`src/hw/vbi_data_inserter_pkg.sv`:
```
// Constants shared by the vertical-blanking data inserter
`default_nettype none
package vbi_data_inserter_pkg;
    // Register map (word addresses on the plain register port)
    localparam logic [3:0] ADDR_WSS_LOW   = 4'h0;
    localparam logic [3:0] ADDR_WSS_MID   = 4'h1;
    localparam logic [3:0] ADDR_WSS_CTRL  = 4'h2;
    localparam logic [3:0] ADDR_TEXT_CTRL = 4'h3;
    localparam logic [3:0] ADDR_TEXT_LINE = 4'h4;
    localparam logic [3:0] ADDR_STATUS    = 4'h5;
    // Field positions
    localparam int WSS_ENABLE_BIT   = 7;
    localparam int PAL_MODE_BIT     = 0;
    localparam int TEXT_ENABLE_BIT  = 4;
    localparam int TIMING_LSB       = 0;
    // Reset values
    localparam logic [7:0] RESET_BYTE = 8'h00;
    // Line and payload figures
    localparam logic [9:0] WSS_LINE       = 10'h017;
    localparam int         WSS_BITS       = 14;
    localparam logic [23:0] WSS_RUNIN     = 24'h1F1C71;
    localparam logic [23:0] WSS_START     = 24'h3C1E3C;
    localparam int         PREAMBLE_BITS  = 48;
    localparam int         WSS_SYMBOL_CLK = 5;
    // Teletext and signaling timing
    localparam int TEXT_BITS      = 360;
    localparam int TEXT_GROUP     = 37;
    localparam int CLOCK_KHZ      = 27000;
    localparam int TEXT_OFFSET_NS = 10200;
    localparam int WSS_END_NS     = 42500;
    localparam int TEXT_START_CLK = (TEXT_OFFSET_NS * CLOCK_KHZ + 999999) / 1000000;
    localparam int WSS_END_CLK    = (WSS_END_NS * CLOCK_KHZ) / 1000000;
    localparam int WSS_START_CLK  = TEXT_START_CLK;
    localparam int LINE_CLK       = 1728;
endpackage
`default_nettype wire

```
`src/hw/vbi_data_inserter.sv`:
```
// Wide-screen signaling and teletext inserter for the blanking interval
//
// Our own choices: the address-and-strobe port and the register addresses.
`default_nettype none

// Functional notes
// - Signaling word placed on line 23 only, and only in PAL mode.
// - No signaling output in non-PAL standards, whatever the enable.
// - Fourteen payload bits, preceded by run-in then start code.
// - W0-W7 from low byte bits 0-7, W8-W13 from mid byte; W0 first.
// - Signaling word started only while its enable bit is one; once started it runs to its end.
// - Active video passes from 42.5 us after sync edge to line end.
// - First teletext bit appears 10.2 us after leading sync edge.
// - Request rising and falling edges placed by programmable timing.
// - Request window spans 360 bits at 6.9375 Mbit/s with timing zero.
// - No window and no requests while teletext enable is zero.
// - Every 37 teletext bits take exactly 144 system clocks.
// - Bits 10, 19, 28, 37 of each group last three clocks, others four.
// - Sequence continues until 360 bits taken, then insertion stops.
// - Bits resampled by sequencer and phase filter, band limited.
// - Every teletext line timed alike; line selection per configuration.
module vbi_data_inserter #(
    parameter int LINE_CLOCKS = vbi_data_inserter_pkg::LINE_CLK
) (
    input  wire logic       clock,
    input  wire logic       rst,
    input  wire logic [3:0] reg_addr,
    input  wire logic [7:0] reg_wdata,
    input  wire logic       reg_write,
    input  wire logic       reg_read,
    output logic [7:0]      reg_rdata,
    input  wire logic       hsync_start,
    input  wire logic [9:0] line_number,
    input  wire logic [9:0] video_in,
    input  wire logic       text_data_in,
    output logic            text_request,
    output logic [9:0]      video_out
);
    // --------------------------------------------------------------
    // State
    // --------------------------------------------------------------
    typedef enum logic [2:0] {
        IDLE_ST = 3'h1,
        WSS_ST  = 3'h2,
        TEXT_ST = 3'h4
    } phase_type;

    typedef struct packed {
        logic [7:0]  wss_low;
        logic [7:0]  wss_mid;
        logic [7:0]  wss_ctrl;
        logic [7:0]  text_ctrl;
        logic [7:0]  text_line;
        logic [7:0]  rdata;
        phase_type   phase;
        logic [10:0] line_clk;
        logic [5:0]  sym_idx;
        logic [2:0]  sym_clk;
        logic [8:0]  bit_cnt;
        logic [5:0]  grp_idx;
        logic [1:0]  bit_clk;
        logic [15:0] tap;
        logic        req;
        logic        cur_bit;
        logic [9:0]  prev_lvl;
        logic [9:0]  video;
        logic        wss_sent;
    } state_type;

    state_type cur_reg;
    state_type cur_next;

    localparam logic [9:0] LVL_HIGH  = 10'h1F4;
    localparam logic [9:0] LVL_BLANK = 10'h0F0;

    // Last bit_clk count (bit length in clocks minus one) from its 1-based position within a group
    function automatic logic [1:0] bit_len(input logic [5:0] idx);
        if (idx == 6'h0A || idx == 6'h13 || idx == 6'h1C || idx == 6'h25)
            bit_len = 2'h2;
        else
            bit_len = 2'h3;
    endfunction

    function automatic logic [9:0] cur_bit_level(input logic b);
        cur_bit_level = b ? LVL_HIGH : LVL_BLANK;
    endfunction

    // Preamble and payload symbol for signaling
    function automatic logic wss_symbol(input logic [5:0] idx, input logic [13:0] payload);
        logic [47:0] pre;
        pre = {vbi_data_inserter_pkg::WSS_RUNIN, vbi_data_inserter_pkg::WSS_START};
        if (idx < 6'(vbi_data_inserter_pkg::PREAMBLE_BITS))
            wss_symbol = pre[6'd47 - idx];
        else
            wss_symbol = payload[4'(idx - 6'(vbi_data_inserter_pkg::PREAMBLE_BITS))];
    endfunction

    logic        pal_mode;
    logic        wss_enable;
    logic        text_enable;
    logic [3:0]  timing;
    logic [13:0] payload;
    logic [10:0] req_open;
    logic        line_selected;

    // payload order, W0 at bit 0
    assign payload       = {cur_reg.wss_mid[5:0], cur_reg.wss_low};
    assign pal_mode      = cur_reg.wss_ctrl[vbi_data_inserter_pkg::PAL_MODE_BIT];
    assign wss_enable    = cur_reg.wss_ctrl[vbi_data_inserter_pkg::WSS_ENABLE_BIT];
    assign text_enable   = cur_reg.text_ctrl[vbi_data_inserter_pkg::TEXT_ENABLE_BIT];
    assign timing        = cur_reg.text_ctrl[vbi_data_inserter_pkg::TIMING_LSB +: 4];
    // per-line selection over lines 7..14 of the blanking interval
    assign line_selected = line_number >= 10'h007 && line_number <= 10'h00E
                           && cur_reg.text_line[3'(line_number - 10'h007)];
    // request leads the insertion point by the source delay
    assign req_open      = 11'(vbi_data_inserter_pkg::TEXT_START_CLK) - 11'(timing);

    // --------------------------------------------------------------
    // Next state
    // --------------------------------------------------------------
    always_comb
    begin
        logic [10:0] sum;
        sum = 11'h000;
        cur_next = cur_reg;
        cur_next.rdata = 8'h00;
        // Line counter parks at line end so a missing sync cannot retrigger insertion
        if (hsync_start)
            cur_next.line_clk = 11'h000;
        else if (cur_reg.line_clk == 11'(LINE_CLOCKS - 1))
            cur_next.line_clk = cur_reg.line_clk;
        else
            cur_next.line_clk = cur_reg.line_clk + 11'h001;
        cur_next.tap = {cur_reg.tap[14:0], text_data_in};
        cur_next.video = video_in;

        if (reg_write)
        begin
            unique case (reg_addr)
                vbi_data_inserter_pkg::ADDR_WSS_LOW:   cur_next.wss_low   = reg_wdata;
                vbi_data_inserter_pkg::ADDR_WSS_MID:   cur_next.wss_mid   = reg_wdata;
                vbi_data_inserter_pkg::ADDR_WSS_CTRL:  cur_next.wss_ctrl  = reg_wdata;
                vbi_data_inserter_pkg::ADDR_TEXT_CTRL: cur_next.text_ctrl = reg_wdata;
                vbi_data_inserter_pkg::ADDR_TEXT_LINE: cur_next.text_line = reg_wdata;
                default: ;
            endcase
        end
        if (reg_read)
        begin
            unique case (reg_addr)
                vbi_data_inserter_pkg::ADDR_WSS_LOW:   cur_next.rdata = cur_reg.wss_low;
                vbi_data_inserter_pkg::ADDR_WSS_MID:   cur_next.rdata = cur_reg.wss_mid;
                vbi_data_inserter_pkg::ADDR_WSS_CTRL:  cur_next.rdata = cur_reg.wss_ctrl;
                vbi_data_inserter_pkg::ADDR_TEXT_CTRL: cur_next.rdata = cur_reg.text_ctrl;
                vbi_data_inserter_pkg::ADDR_TEXT_LINE: cur_next.rdata = cur_reg.text_line;
                vbi_data_inserter_pkg::ADDR_STATUS:
                    cur_next.rdata = {4'h0, cur_reg.wss_sent, cur_reg.phase};
                default: cur_next.rdata = 8'h00;
            endcase
        end

        unique case (cur_reg.phase)
            IDLE_ST:
            begin
                cur_next.req = 1'b0;
                if (cur_reg.line_clk == 11'(vbi_data_inserter_pkg::WSS_START_CLK)
                    && line_number == vbi_data_inserter_pkg::WSS_LINE && pal_mode && wss_enable)
                begin
                    cur_next.phase = WSS_ST;
                    cur_next.sym_idx = 6'h00;
                    cur_next.sym_clk = 3'h0;
                    cur_next.wss_sent = 1'b1;
                end
                else if (text_enable && line_selected && cur_reg.line_clk == req_open)
                begin
                    cur_next.phase = TEXT_ST;
                    cur_next.req = 1'b1;
                    cur_next.bit_cnt = 9'h000;
                    cur_next.grp_idx = 6'h01;
                    cur_next.bit_clk = 2'h0;
                end
            end
            WSS_ST:
            begin
                cur_next.sym_clk = cur_reg.sym_clk + 3'h1;
                if (cur_reg.sym_clk == 3'(vbi_data_inserter_pkg::WSS_SYMBOL_CLK - 1))
                begin
                    cur_next.sym_clk = 3'h0;
                    cur_next.sym_idx = cur_reg.sym_idx + 6'h01;
                    if (cur_reg.sym_idx == 6'(vbi_data_inserter_pkg::PREAMBLE_BITS
                                              + vbi_data_inserter_pkg::WSS_BITS - 1))
                        cur_next.phase = IDLE_ST;
                end
                if (cur_reg.line_clk >= 11'(vbi_data_inserter_pkg::WSS_END_CLK) || hsync_start)
                    cur_next.phase = IDLE_ST;
            end
            TEXT_ST:
            begin
                // variable bit lengths, 144 clocks per group
                cur_next.bit_clk = cur_reg.bit_clk + 2'h1;
                if (cur_reg.bit_clk == bit_len(cur_reg.grp_idx))
                begin
                    cur_next.bit_clk = 2'h0;
                    cur_next.bit_cnt = cur_reg.bit_cnt + 9'h001;
                    cur_next.grp_idx = (cur_reg.grp_idx == 6'(vbi_data_inserter_pkg::TEXT_GROUP))
                                       ? 6'h01 : cur_reg.grp_idx + 6'h01;
                    if (cur_reg.bit_cnt == 9'(vbi_data_inserter_pkg::TEXT_BITS - 1))
                    begin
                        cur_next.phase = IDLE_ST;
                        cur_next.req = 1'b0;
                    end
                end
                if (!text_enable || hsync_start)
                begin
                    cur_next.phase = IDLE_ST;
                    cur_next.req = 1'b0;
                end
            end
            default: cur_next.phase = IDLE_ST;
        endcase

        // source delay absorbed by tap select
        cur_next.cur_bit = cur_reg.tap[timing];
        cur_next.prev_lvl = cur_reg.video;
        unique case (cur_reg.phase)
            WSS_ST:
                cur_next.video = wss_symbol(cur_reg.sym_idx, payload) ? LVL_HIGH : LVL_BLANK;
            TEXT_ST:
            begin
                // two-tap phase interpolation for band limiting
                sum = 11'(cur_bit_level(cur_reg.cur_bit)) + 11'(cur_reg.prev_lvl);
                cur_next.video = sum[10:1];
            end
            default: ;
        endcase
    end

    // --------------------------------------------------------------
    // Registers
    // --------------------------------------------------------------
    always_ff @(posedge clock)
    begin
        if (rst)
        begin
            cur_reg <= '0;
            cur_reg.wss_low   <= vbi_data_inserter_pkg::RESET_BYTE;
            cur_reg.wss_mid   <= vbi_data_inserter_pkg::RESET_BYTE;
            cur_reg.wss_ctrl  <= vbi_data_inserter_pkg::RESET_BYTE;
            cur_reg.text_ctrl <= vbi_data_inserter_pkg::RESET_BYTE;
            cur_reg.text_line <= vbi_data_inserter_pkg::RESET_BYTE;
            cur_reg.phase     <= IDLE_ST;
        end
        else
        begin
            cur_reg <= cur_next;
        end
    end

    assign reg_rdata    = cur_reg.rdata;
    assign text_request = cur_reg.req;
    assign video_out    = cur_reg.video;
endmodule // vbi_data_inserter
`default_nettype wire

```
`config.mk`:
```
export PLATFORM = sky130hd
export DESIGN_NAME = vbi_data_inserter
export DESIGN_NICKNAME = d
export VERILOG_FILES = /design/src/hw/vbi_data_inserter_pkg.sv /design/src/hw/vbi_data_inserter.sv
export SDC_FILE = /design/constraint.sdc
export NUM_CORES = 1
export LEC_CHECK = 0
export BUFFER_PORTS_ARGS = -buffer_cell sky130_fd_sc_hd__buf_4
export CAP_MARGIN = 20
export CORE_ASPECT_RATIO = 1.75
export CORE_UTILIZATION = 40
export CTS_CLUSTER_DIAMETER = 80
export DETAILED_ROUTE_END_ITERATION = 8
export GPL_ROUTABILITY_DRIVEN = 0
export HOLD_SLACK_MARGIN = 0.08
export PLACE_DENSITY = 0.68
export SLEW_MARGIN = 20
export SYNTH_ARGS = -nofsm -noshare
export SYNTH_HDL_FRONTEND = slang
export SYNTH_SLANG_ARGS = --single-unit
```
`constraint.sdc`:
```
create_clock -name clock -period 2.6 [get_ports clock]
set_input_delay 0.39 -clock clock [delete_from_list [all_inputs] [get_ports clock]]
set_output_delay 0.39 -clock clock [all_outputs]
set_load 0.05 [all_outputs]
```
==> results of run 1 <==
cell families (layout without fill, tap and decap cells):
family / after synthesis / in the layout / share of synthesized area (%)
AND/OR/NAND/NOR: 291 / 291 / 24.6
flip-flops: 126 / 126 / 40.3
AO/OA/AOI/OAI: 125 / 125 / 13.1
buffers and inverters: 80 / 122 / 6.43
multiplexers: 35 / 35 / 7.95
XOR/XNOR: 25 / 25 / 3.49
adder cells (fa/ha/maj): 21 / 21 / 4.19
routing by layer:
layer  vias up  share of wire, %
li1       2539                 -
met1      2392                38
met2       133                55
met3        40               3.5
met4         0               3.9
met5         -                 0
cell usage in the layout (no fill, tap or decap), types with 7 or more instances in the layout:
| cell | netlist | final |
|---|---|---|
| inv_6 | 0 | 7 |
| and3_1 | 7 | 7 |
| dfxtp_1 | 126 | 126 |
| a22o_1 | 7 | 7 |
| nor3_1 | 12 | 12 |
| a21oi_1 | 45 | 45 |
| xnor2_1 | 16 | 16 |
| or3_1 | 7 | 7 |
| a22oi_1 | 12 | 12 |
| mux2i_1 | 19 | 19 |
| o21ai_0 | 14 | 14 |
| mux4_2 | 10 | 10 |
| nand3_1 | 43 | 43 |
| xor2_1 | 9 | 9 |
| nor2b_1 | 36 | 36 |
| nand2_1 | 55 | 55 |
| inv_1 | 22 | 22 |
| nand2b_1 | 11 | 10 |
| nor2_1 | 70 | 70 |
| a211oi_1 | 12 | 12 |
| clkbuf_16 | 0 | 17 |
| ha_1 | 21 | 21 |
| buf_4 | 20 | 68 |
worst min-delay path by stage:
stage | startpoint | endpoint | cells past startpoint
global placement | cur_reg[0]$_SDFFE_PP0P_ | cur_reg[0]$_SDFFE_PP0P_ | 2
floorplan | cur_reg[0]$_SDFFE_PP0P_ | cur_reg[0]$_SDFFE_PP0P_ | 2
CTS | text_data_in | cur_next[24]$_SDFF_PP0_ | 2
detailed placement | cur_reg[0]$_SDFFE_PP0P_ | cur_reg[0]$_SDFFE_PP0P_ | 2
global route | text_data_in | cur_next[24]$_SDFF_PP0_ | 2
finish | text_data_in | cur_next[24]$_SDFF_PP0_ | 2
through the flow:
step | worst slack, ps | hold WS, ps | power, W | cells | utilization [%]
after floorplan | 360 | 422 | 0.00218 | 703 | -
after CTS | 154 | 175 | 0.00468 | 931 | 47.6
final | 321 | 178 | 0.00465 | 931 | 47.6
after global routing | 53.6 | 215 | 0.00480 | 931 | 47.6
after detailed placement | 46.8 | 437 | 0.00228 | 899 | 43.7
after global placement | 127 | 436 | 0.00227 | 899 | 43.7
timing repair:
item / 4_1_cts / 5_1_grt
setup buffers: 0 / 0
gates resized for setup: 0 / 1
hold buffers: 0 / 0
endpoints found under the setup margin: 0 / 11
where the power goes:
part	internal (W)	total [W]	switching (W)	leakage, nW
Clock	0.00144	0.00242	0.000978	0.290
Combinational	0.000104	0.000256	0.000152	1.41
Sequential	0.00196	0.00198	0.0000192	1.02
Total	0.00350	0.00465	0.00115	2.72
worst register-to-register path, cell delays in order, from the launching register on:
cell	delay, ps
dfxtp_1	390
inv_1	100
ha_1	190
and3_1	180
o21ai_2	170
a21boi_1	130
nor4b_2	270
buf_4	280
nand2b_2	290
a221oi_1	120
area by class of cell:
class / instances / area share, %
clock buffer: 17 / 5.83
clock inverter: 15 / 2.37
inverter: 22 / 1.13
sequential: 126 / 34.6
multi-input combinational: 497 / 45.9
timing repair buffer: 68 / 7.00
tap: 186 / 3.19
==> flow_summary.ini, run 1 <==
[clocking]
clkLatencyLatePin_ps = 420
ctsRootBufferMaster = clkbuf_16
cts_max_path_buffers = 2
cts_inserted_buffers = 17
clk_pin_slew_ps = 60
cts_tree = done
cts_max_level = 4
cts_num_sinks = 126

[synth]
yosys_register_bits = 126
yosys_most_used_dff = dfxtp_1
yosysWarnings = 0
seq_area_frac_synth_pct = 40.3
syn_area_per_cell_um2 = 8.91
post_synth_num_cell_types = 69
synth_most_common_cell = dfxtp_1
synth_area_leaders = dfxtp_1, ha_1, nor2_1
synth_top_area_cell = dfxtp_1
synthTopCellsByCount = dfxtp_1, nor2_1, nand2_1
netlist_instances = 703
synth_top_area_share_pct = 40.3
synthArstFlopShare_pct = 0
synth-edff-count = 0
synth_nets = 762
synth_area_um2 = 6270

[status]
status = finished, final reports clean

[finish]
areaGrowthSynthToFinish_pct = 16.4
final_area_um2 = 7300
fill_cells = 1503
multi_input_area_um2 = 3350
seq_area_um2 = 2520
antenna_cells = 0
final_nets = 791
final_layout_size_suffix_gt1_share_pct = 17.3
largest_reg_flops = 92

[global_route]
busiest_layer = met2
antenna_found_initial = 0
grt_pass1_wl_um = 24900
grt_overflow = 0
grt_usage_pct = 19.1
grtUsageMet3_pct = 3.84
grt_pass1_vias = 5054
grt_max_degree = 75
use_met1_pct = 19.8
grt_use_met2_pct = 35.8

[place]
port_buffers = 56
dpl.hpwl_um = 10800
dpl-instance-area_um2 = 6700

[drt]
drc = 0
final_antenna_net_count = 0
first_iter_violations = 224
avgRoutedWirePerCell_um = 16.1
vias = 5104
dr.pass1.iters = 5
routed_via_density = 5.48
routed_wl_um = 15000

[min_path]
worstHoldPathType = in -> reg

[timing]
slew_headroom_pct = 49.0
clock_skew_ps = 10.6
clock.fmax_ghz = 0.439
grt_setup_unrepaired = no
setup_tns_ps = 0
slew_violations = 0
hold_viol = 0
setup_viol = 0
period_minus_slack_ps = 2280
tightest_slew_ps = 765
finalCritPeriodShare_pct = 87.6

[floorplan]
io-pin-count = 57
dieArea_um2 = 16200
die_w_um = 96.6
core_area_um2 = 15300
start_util_pct = 40.9
fp.dieH_um = 168
row_count = 60

[critical_path]
cp.arrival_ps = 2530
startpoint = cur_reg[41]$_SDFFE_PP0P_
reg2reg_to = cur_reg[41]$_SDFFE_PP0P_
cpMaxStageDelayCell = dfxtp_1
rrSetupSlack_ps = 320
r2r_cells = 9
crit_cells = 9
crit_end = cur_reg[41]$_SDFFE_PP0P_
worstPathRequired_ps = 2850
critical_path.max_stage_delay_ps = 390
r2r_start = cur_reg[41]$_SDFFE_PP0P_
startpoint_type = register
cp.buffers_inverters = 2
path_max_fanout = 20
critPathCaptureType = register
cp_cell_sequence = inv_1 -> ha_1 -> and3_1 -> o21ai_2 -> a21boi_1 -> nor4b_2 -> buf_4 -> nand2b_2 -> a221oi_1
path_delay_family = simple AND/OR/NAND/NOR gates
critPathKind = reg -> reg

[power]
p_leak_nw = 2.72
ir_drop_mv = 0.488
p_per_area_nw_per_um2 = 638

[job]
cap_violations = 0
Power figures use the tool's default switching activity.
==> inputs of run 2 (changes only) <==
Settings changed: ABC_CLOCK_PERIOD_IN_PS set to 2600, CTS_BUF_LIST set to sky130_fd_sc_hd__clkbuf_2.
==> flow_summary.ini, run 2 (synthesis results as in run 1) <==
[critical_path]
critPathCaptureType = register
cp_cell_sequence = inv_1 -> ha_1 -> and3_1 -> o21ai_2 -> a21boi_1 -> nor4b_2 -> buf_4 -> nand2b_2 -> a221oi_1
critPathKind = reg -> reg
path_delay_family = simple AND/OR/NAND/NOR gates
cp.arrival_ps = 2820
critical_path.max_stage_delay_ps = 430
cp.buffers_inverters = 2
r2r_start = cur_reg[41]$_SDFFE_PP0P_
startpoint_type = register
startpoint = cur_reg[41]$_SDFFE_PP0P_
path_max_fanout = 20
cpMaxStageDelayCell = dfxtp_1
worstPathRequired_ps = 3130

[place]
dpl.hpwl_um = 10800
port_buffers = 56

[clocking]
cts_max_level = 4
clk_pin_slew_ps = 210
cts_max_path_buffers = 2
cts_num_sinks = 126
ctsRootBufferMaster = clkbuf_2
cts_inserted_buffers = 17
postCtsSetupBuffers = 0
clkLatencyLatePin_ps = 690
cts_tree = done

[global_route]
grt_usage_pct = 18.9
grt_overflow = 0
grt_max_degree = 75
grt_pass1_vias = 5074
grt_pass1_wl_um = 24600
antenna_found_initial = 1

[timing]
clock.fmax_ghz = 0.435
hold_viol = 0
slew_headroom_pct = 48.9
tightest_slew_ps = 766
clock_skew_ps = 35.4
grt_setup_unrepaired = no
setup_viol = 0
setup_tns_ps = 0
slew_violations = 0
finalCritPeriodShare_pct = 88.3
period_minus_slack_ps = 2300

[floorplan]
dieArea_um2 = 16200
fp.dieH_um = 168
io-pin-count = 57
die_w_um = 96.6
start_util_pct = 40.9
row_count = 60
core_area_um2 = 15300

[status]
status = finished, final reports clean

[power]
p_per_area_nw_per_um2 = 498
p_leak_nw = 2.68
total_power_w = 0.00358
ir_drop_mv = 0.295

[min_path]
worstHoldPathType = in -> reg
min_from = reg_addr[3]

[finish]
areaGrowthSynthToFinish_pct = 14.9
final_util_pct = 47.0
final_layout_size_suffix_gt1_share_pct = 16.8
final_common_cell = dfxtp_1
final_cell_mix = dfxtp_1, nor2_1, buf_4, nand2_1, a21oi_1
largest_reg_flops = 92
final_nets = 815

[drt]
drc = 0
avgRoutedWirePerCell_um = 15.6
dr.pass1.iters = 5
first_iter_violations = 252
vias = 5169
routed_via_density = 5.41
routed_wl_um = 14900
final_antenna_net_count = 0

[job]
cap_violations = 0
-- run 2: repair_timing --
item	4_1_cts	5_1_grt
resized for setup	0	1
hold buffers	24	0
endpoints found under the setup margin	0	11
hold endpoints to repair	69	0
-- run 2: stage by stage --
stage | cell area (um^2) | worst slack (ps) | hold slack (ps) | instances
3_5_place_dp | 6700 | 46.8 | 437 | 899
5_1_grt | 7200 | 42.4 | 137 | 956
2_1_floorplan | 6270 | 360 | 422 | 703
4_1_cts | 7190 | 141 | 135 | 955
6_report | 7200 | 303 | 182 | 956
3_3_place_gp | 6700 | 127 | 436 | 899
-- run 2: worst register-to-register path, stage by stage, from the launching register on --
cell	delay (ps)
dfxtp_1	430
inv_1	100
ha_1	190
and3_1	180
o21ai_2	170
a21boi_1	130
nor4b_2	270
buf_4	280
nand2b_2	300
a221oi_1	120
-- run 2: final timing paths --
| kind | to | slack, ps | cells after the start |
|---|---|---|---|
| worst max-delay path | cur_reg[41]$_SDFFE_PP0P_ | 300 | 9 |
| worst min-delay path | reg_rdata[0]$_SDFF_PP0_ | 180 | 4 |
| worst max register to register | cur_reg[41]$_SDFFE_PP0P_ | 300 | 9 |
| worst min register to register | cur_next[31]$_SDFF_PP0_ | 450 | 1 |
-- run 2: where the power goes --
part	leakage (nW)	internal, W	switching, W	total, W
logic	1.51	0.000127	0.000158	0.000284
clock network	0.151	0.000475	0.000842	0.00132
registers	1.02	0.00196	0.0000189	0.00198
-- run 2: layout make-up --
cell class / instances / area (um^2)
sequential: 126 / 2520
timing repair buffer: 92 / 751
multi-input combinational: 497 / 3350
fill: 1525 / 8120
clock inverter: 15 / 173
inverter: 22 / 82.6
antenna: 1 / 2.50
clock buffer: 17 / 85.1
tap: 186 / 233
-- run 2: layer usage --
layer	global-route usage [%]	up-vias	share of wire, %
met4	9.34	0	3.6
met3	4.05	37	2.9
met5	0	-	0
li1	-	2591	-
met2	35.6	106	55
met1	19.4	2435	39
==> inputs of run 3 (changes only) <==
Settings changed: CORE_UTILIZATION 40 to 55, PLACE_DENSITY 0.68 to 0.86.
==> flow_summary.ini, run 3 (synthesis results as in run 1) <==
[drt]
dr.pass1.iters = 5
routed_wl_um = 15500
first_iter_violations = 427
avgRoutedWirePerCell_um = 17.1
vias = 5528
final_antenna_net_count = 0
drc = 0
routed_via_density = 6.09

[power]
total_power_w = 0.00353
ir_drop_mv = 0.476
p_per_area_nw_per_um2 = 491
p_leak_nw = 2.72

[critical_path]
critPathKind = reg -> reg
critPathCaptureType = register
r2r_start = cur_reg[21]$_SDFF_PP0_
path_max_fanout = 3
worstPathRequired_ps = 3220
cp.arrival_ps = 3060
r2r_cells = 7
rrSetupSlack_ps = 170
startpoint_type = register
reg2reg_to = video_out[9]$_SDFF_PP0_

[floorplan]
fp.dieH_um = 143
core_area_um2 = 11100
row_count = 51
dieArea_um2 = 11800
die_w_um = 82.7
io-pin-count = 57
start_util_pct = 56.4

[clocking]
ctsRootBufferMaster = clkbuf_2
cts_tree = done
clk_pin_slew_ps = 240
cts_num_sinks = 126
clkLatencyLatePin_ps = 720
cts_max_path_buffers = 2
cts_max_level = 4
cts_inserted_buffers = 17

[timing]
hold_viol = 0
setup_viol = 0
period_minus_slack_ps = 2430
slew_violations = 0
grt_setup_unrepaired = no
clock_skew_ps = 45.5
setup_tns_ps = 0
tightest_slew_ps = 572
slew_headroom_pct = 61.8
timing.hold.ws_ps = 155
clock.fmax_ghz = 0.411
finalCritPeriodShare_pct = 93.6

[finish]
areaGrowthSynthToFinish_pct = 14.7
final_nets = 821
largest_reg_flops = 92
final_area_um2 = 7190
final_common_cell = dfxtp_1
fill_cells = 870
final_layout_size_suffix_gt1_share_pct = 16.4
final_cell_mix = dfxtp_1, nor2_1, buf_4, nand2_1, a21oi_1

[place]
dpl-instance-area_um2 = 6620
port_buffers = 56
dpl.hpwl_um = 10700

[min_path]
worstHoldPathType = in -> reg
worstHoldPathCells = 3
hold_end = reg_rdata[6]$_SDFF_PP0_
min_from = reg_read

[global_route]
grt_max_degree = 41
grt_pass1_wl_um = 25300
antenna_found_initial = 1
grt_usage_pct = 28.1
grt_pass1_vias = 5465
grt_overflow = 0

[status]
status = finished, final reports clean

[job]
cap_violations = 0
[run 3: cell types whose count changed in the layout (fill, tap and decap cells not counted), sizes merged]
cell         delta
clkinv          +7
inv             -6
dlygate4sd3     +7
clkinvlp        -1
buf             -1
[run 3: power breakdown]
part           switching (W)  internal [W]
clock network       0.000795      0.000453
logic               0.000162      0.000133
registers          0.0000210       0.00196
[run 3: critical path: stages (launching register included)]
cell and delay, ps:
dfxtp_1 390, ha_1 210, ha_1 220, or3_1 390, o31a_1 280, o211ai_1 190, a21oi_1 90, dlygate4sd3_1 570
[run 3: metal layers]
layer / global-route usage (%) / routed length (um) / vias up
met5: 0 / 0 / -
met4: 16.5 / 760 / 0
met2: 50.7 / 8330 / 218
met1: 29.0 / 5730 / 2636
met3: 5.05 / 669 / 71
li1: - / - / 2603
[run 3: layout make-up]
| cell class | instances | area, um^2 | share of cell area (%) |
|---|---|---|---|
| antenna | 1 | 2.50 | 0.0348 |
| clock buffer | 17 | 85.1 | 1.18 |
| clock inverter | 15 | 161 | 2.25 |
| inverter | 22 | 82.6 | 1.15 |
| multi-input combinational | 497 | 3360 | 46.7 |
| sequential | 126 | 2520 | 35.1 |
| tap | 132 | 165 | 2.30 |
| timing repair buffer | 98 | 813 | 11.3 |
[run 3: repair_timing]
item	in CTS	in global routing
endpoints found under the hold margin	84	0
gates resized for setup	0	1
setup endpoints to repair	0	6
setup buffers	0	0
hold buffers	31	0
[run 3: worst max path at each step]
stage                             start                        to  slack (ps)
2_1_floorplan  cur_reg[95]$_SDFFE_PP0P_  cur_reg[45]$_SDFFE_PP0P_         360
3_3_place_gp             line_number[0]  cur_reg[53]$_SDFFE_PP0P_         170
3_5_place_dp             line_number[0]  cur_reg[51]$_SDFFE_PP0P_          80
4_1_cts        cur_reg[41]$_SDFFE_PP0P_  cur_reg[54]$_SDFFE_PP0P_         160
5_1_grt        cur_reg[41]$_SDFFE_PP0P_  cur_reg[54]$_SDFFE_PP0P_          10
6_report         cur_reg[21]$_SDFF_PP0_   video_out[9]$_SDFF_PP0_         170
[run 3: through the flow]
stage	util, %	instances	setup WS [ps]
4_1_cts	64.6	907	164
3_5_place_dp	59.6	844	84.3
5_1_grt	64.7	908	11.6
2_1_floorplan	-	703	360
3_3_place_gp	59.6	844	174
6_report	64.7	908	165
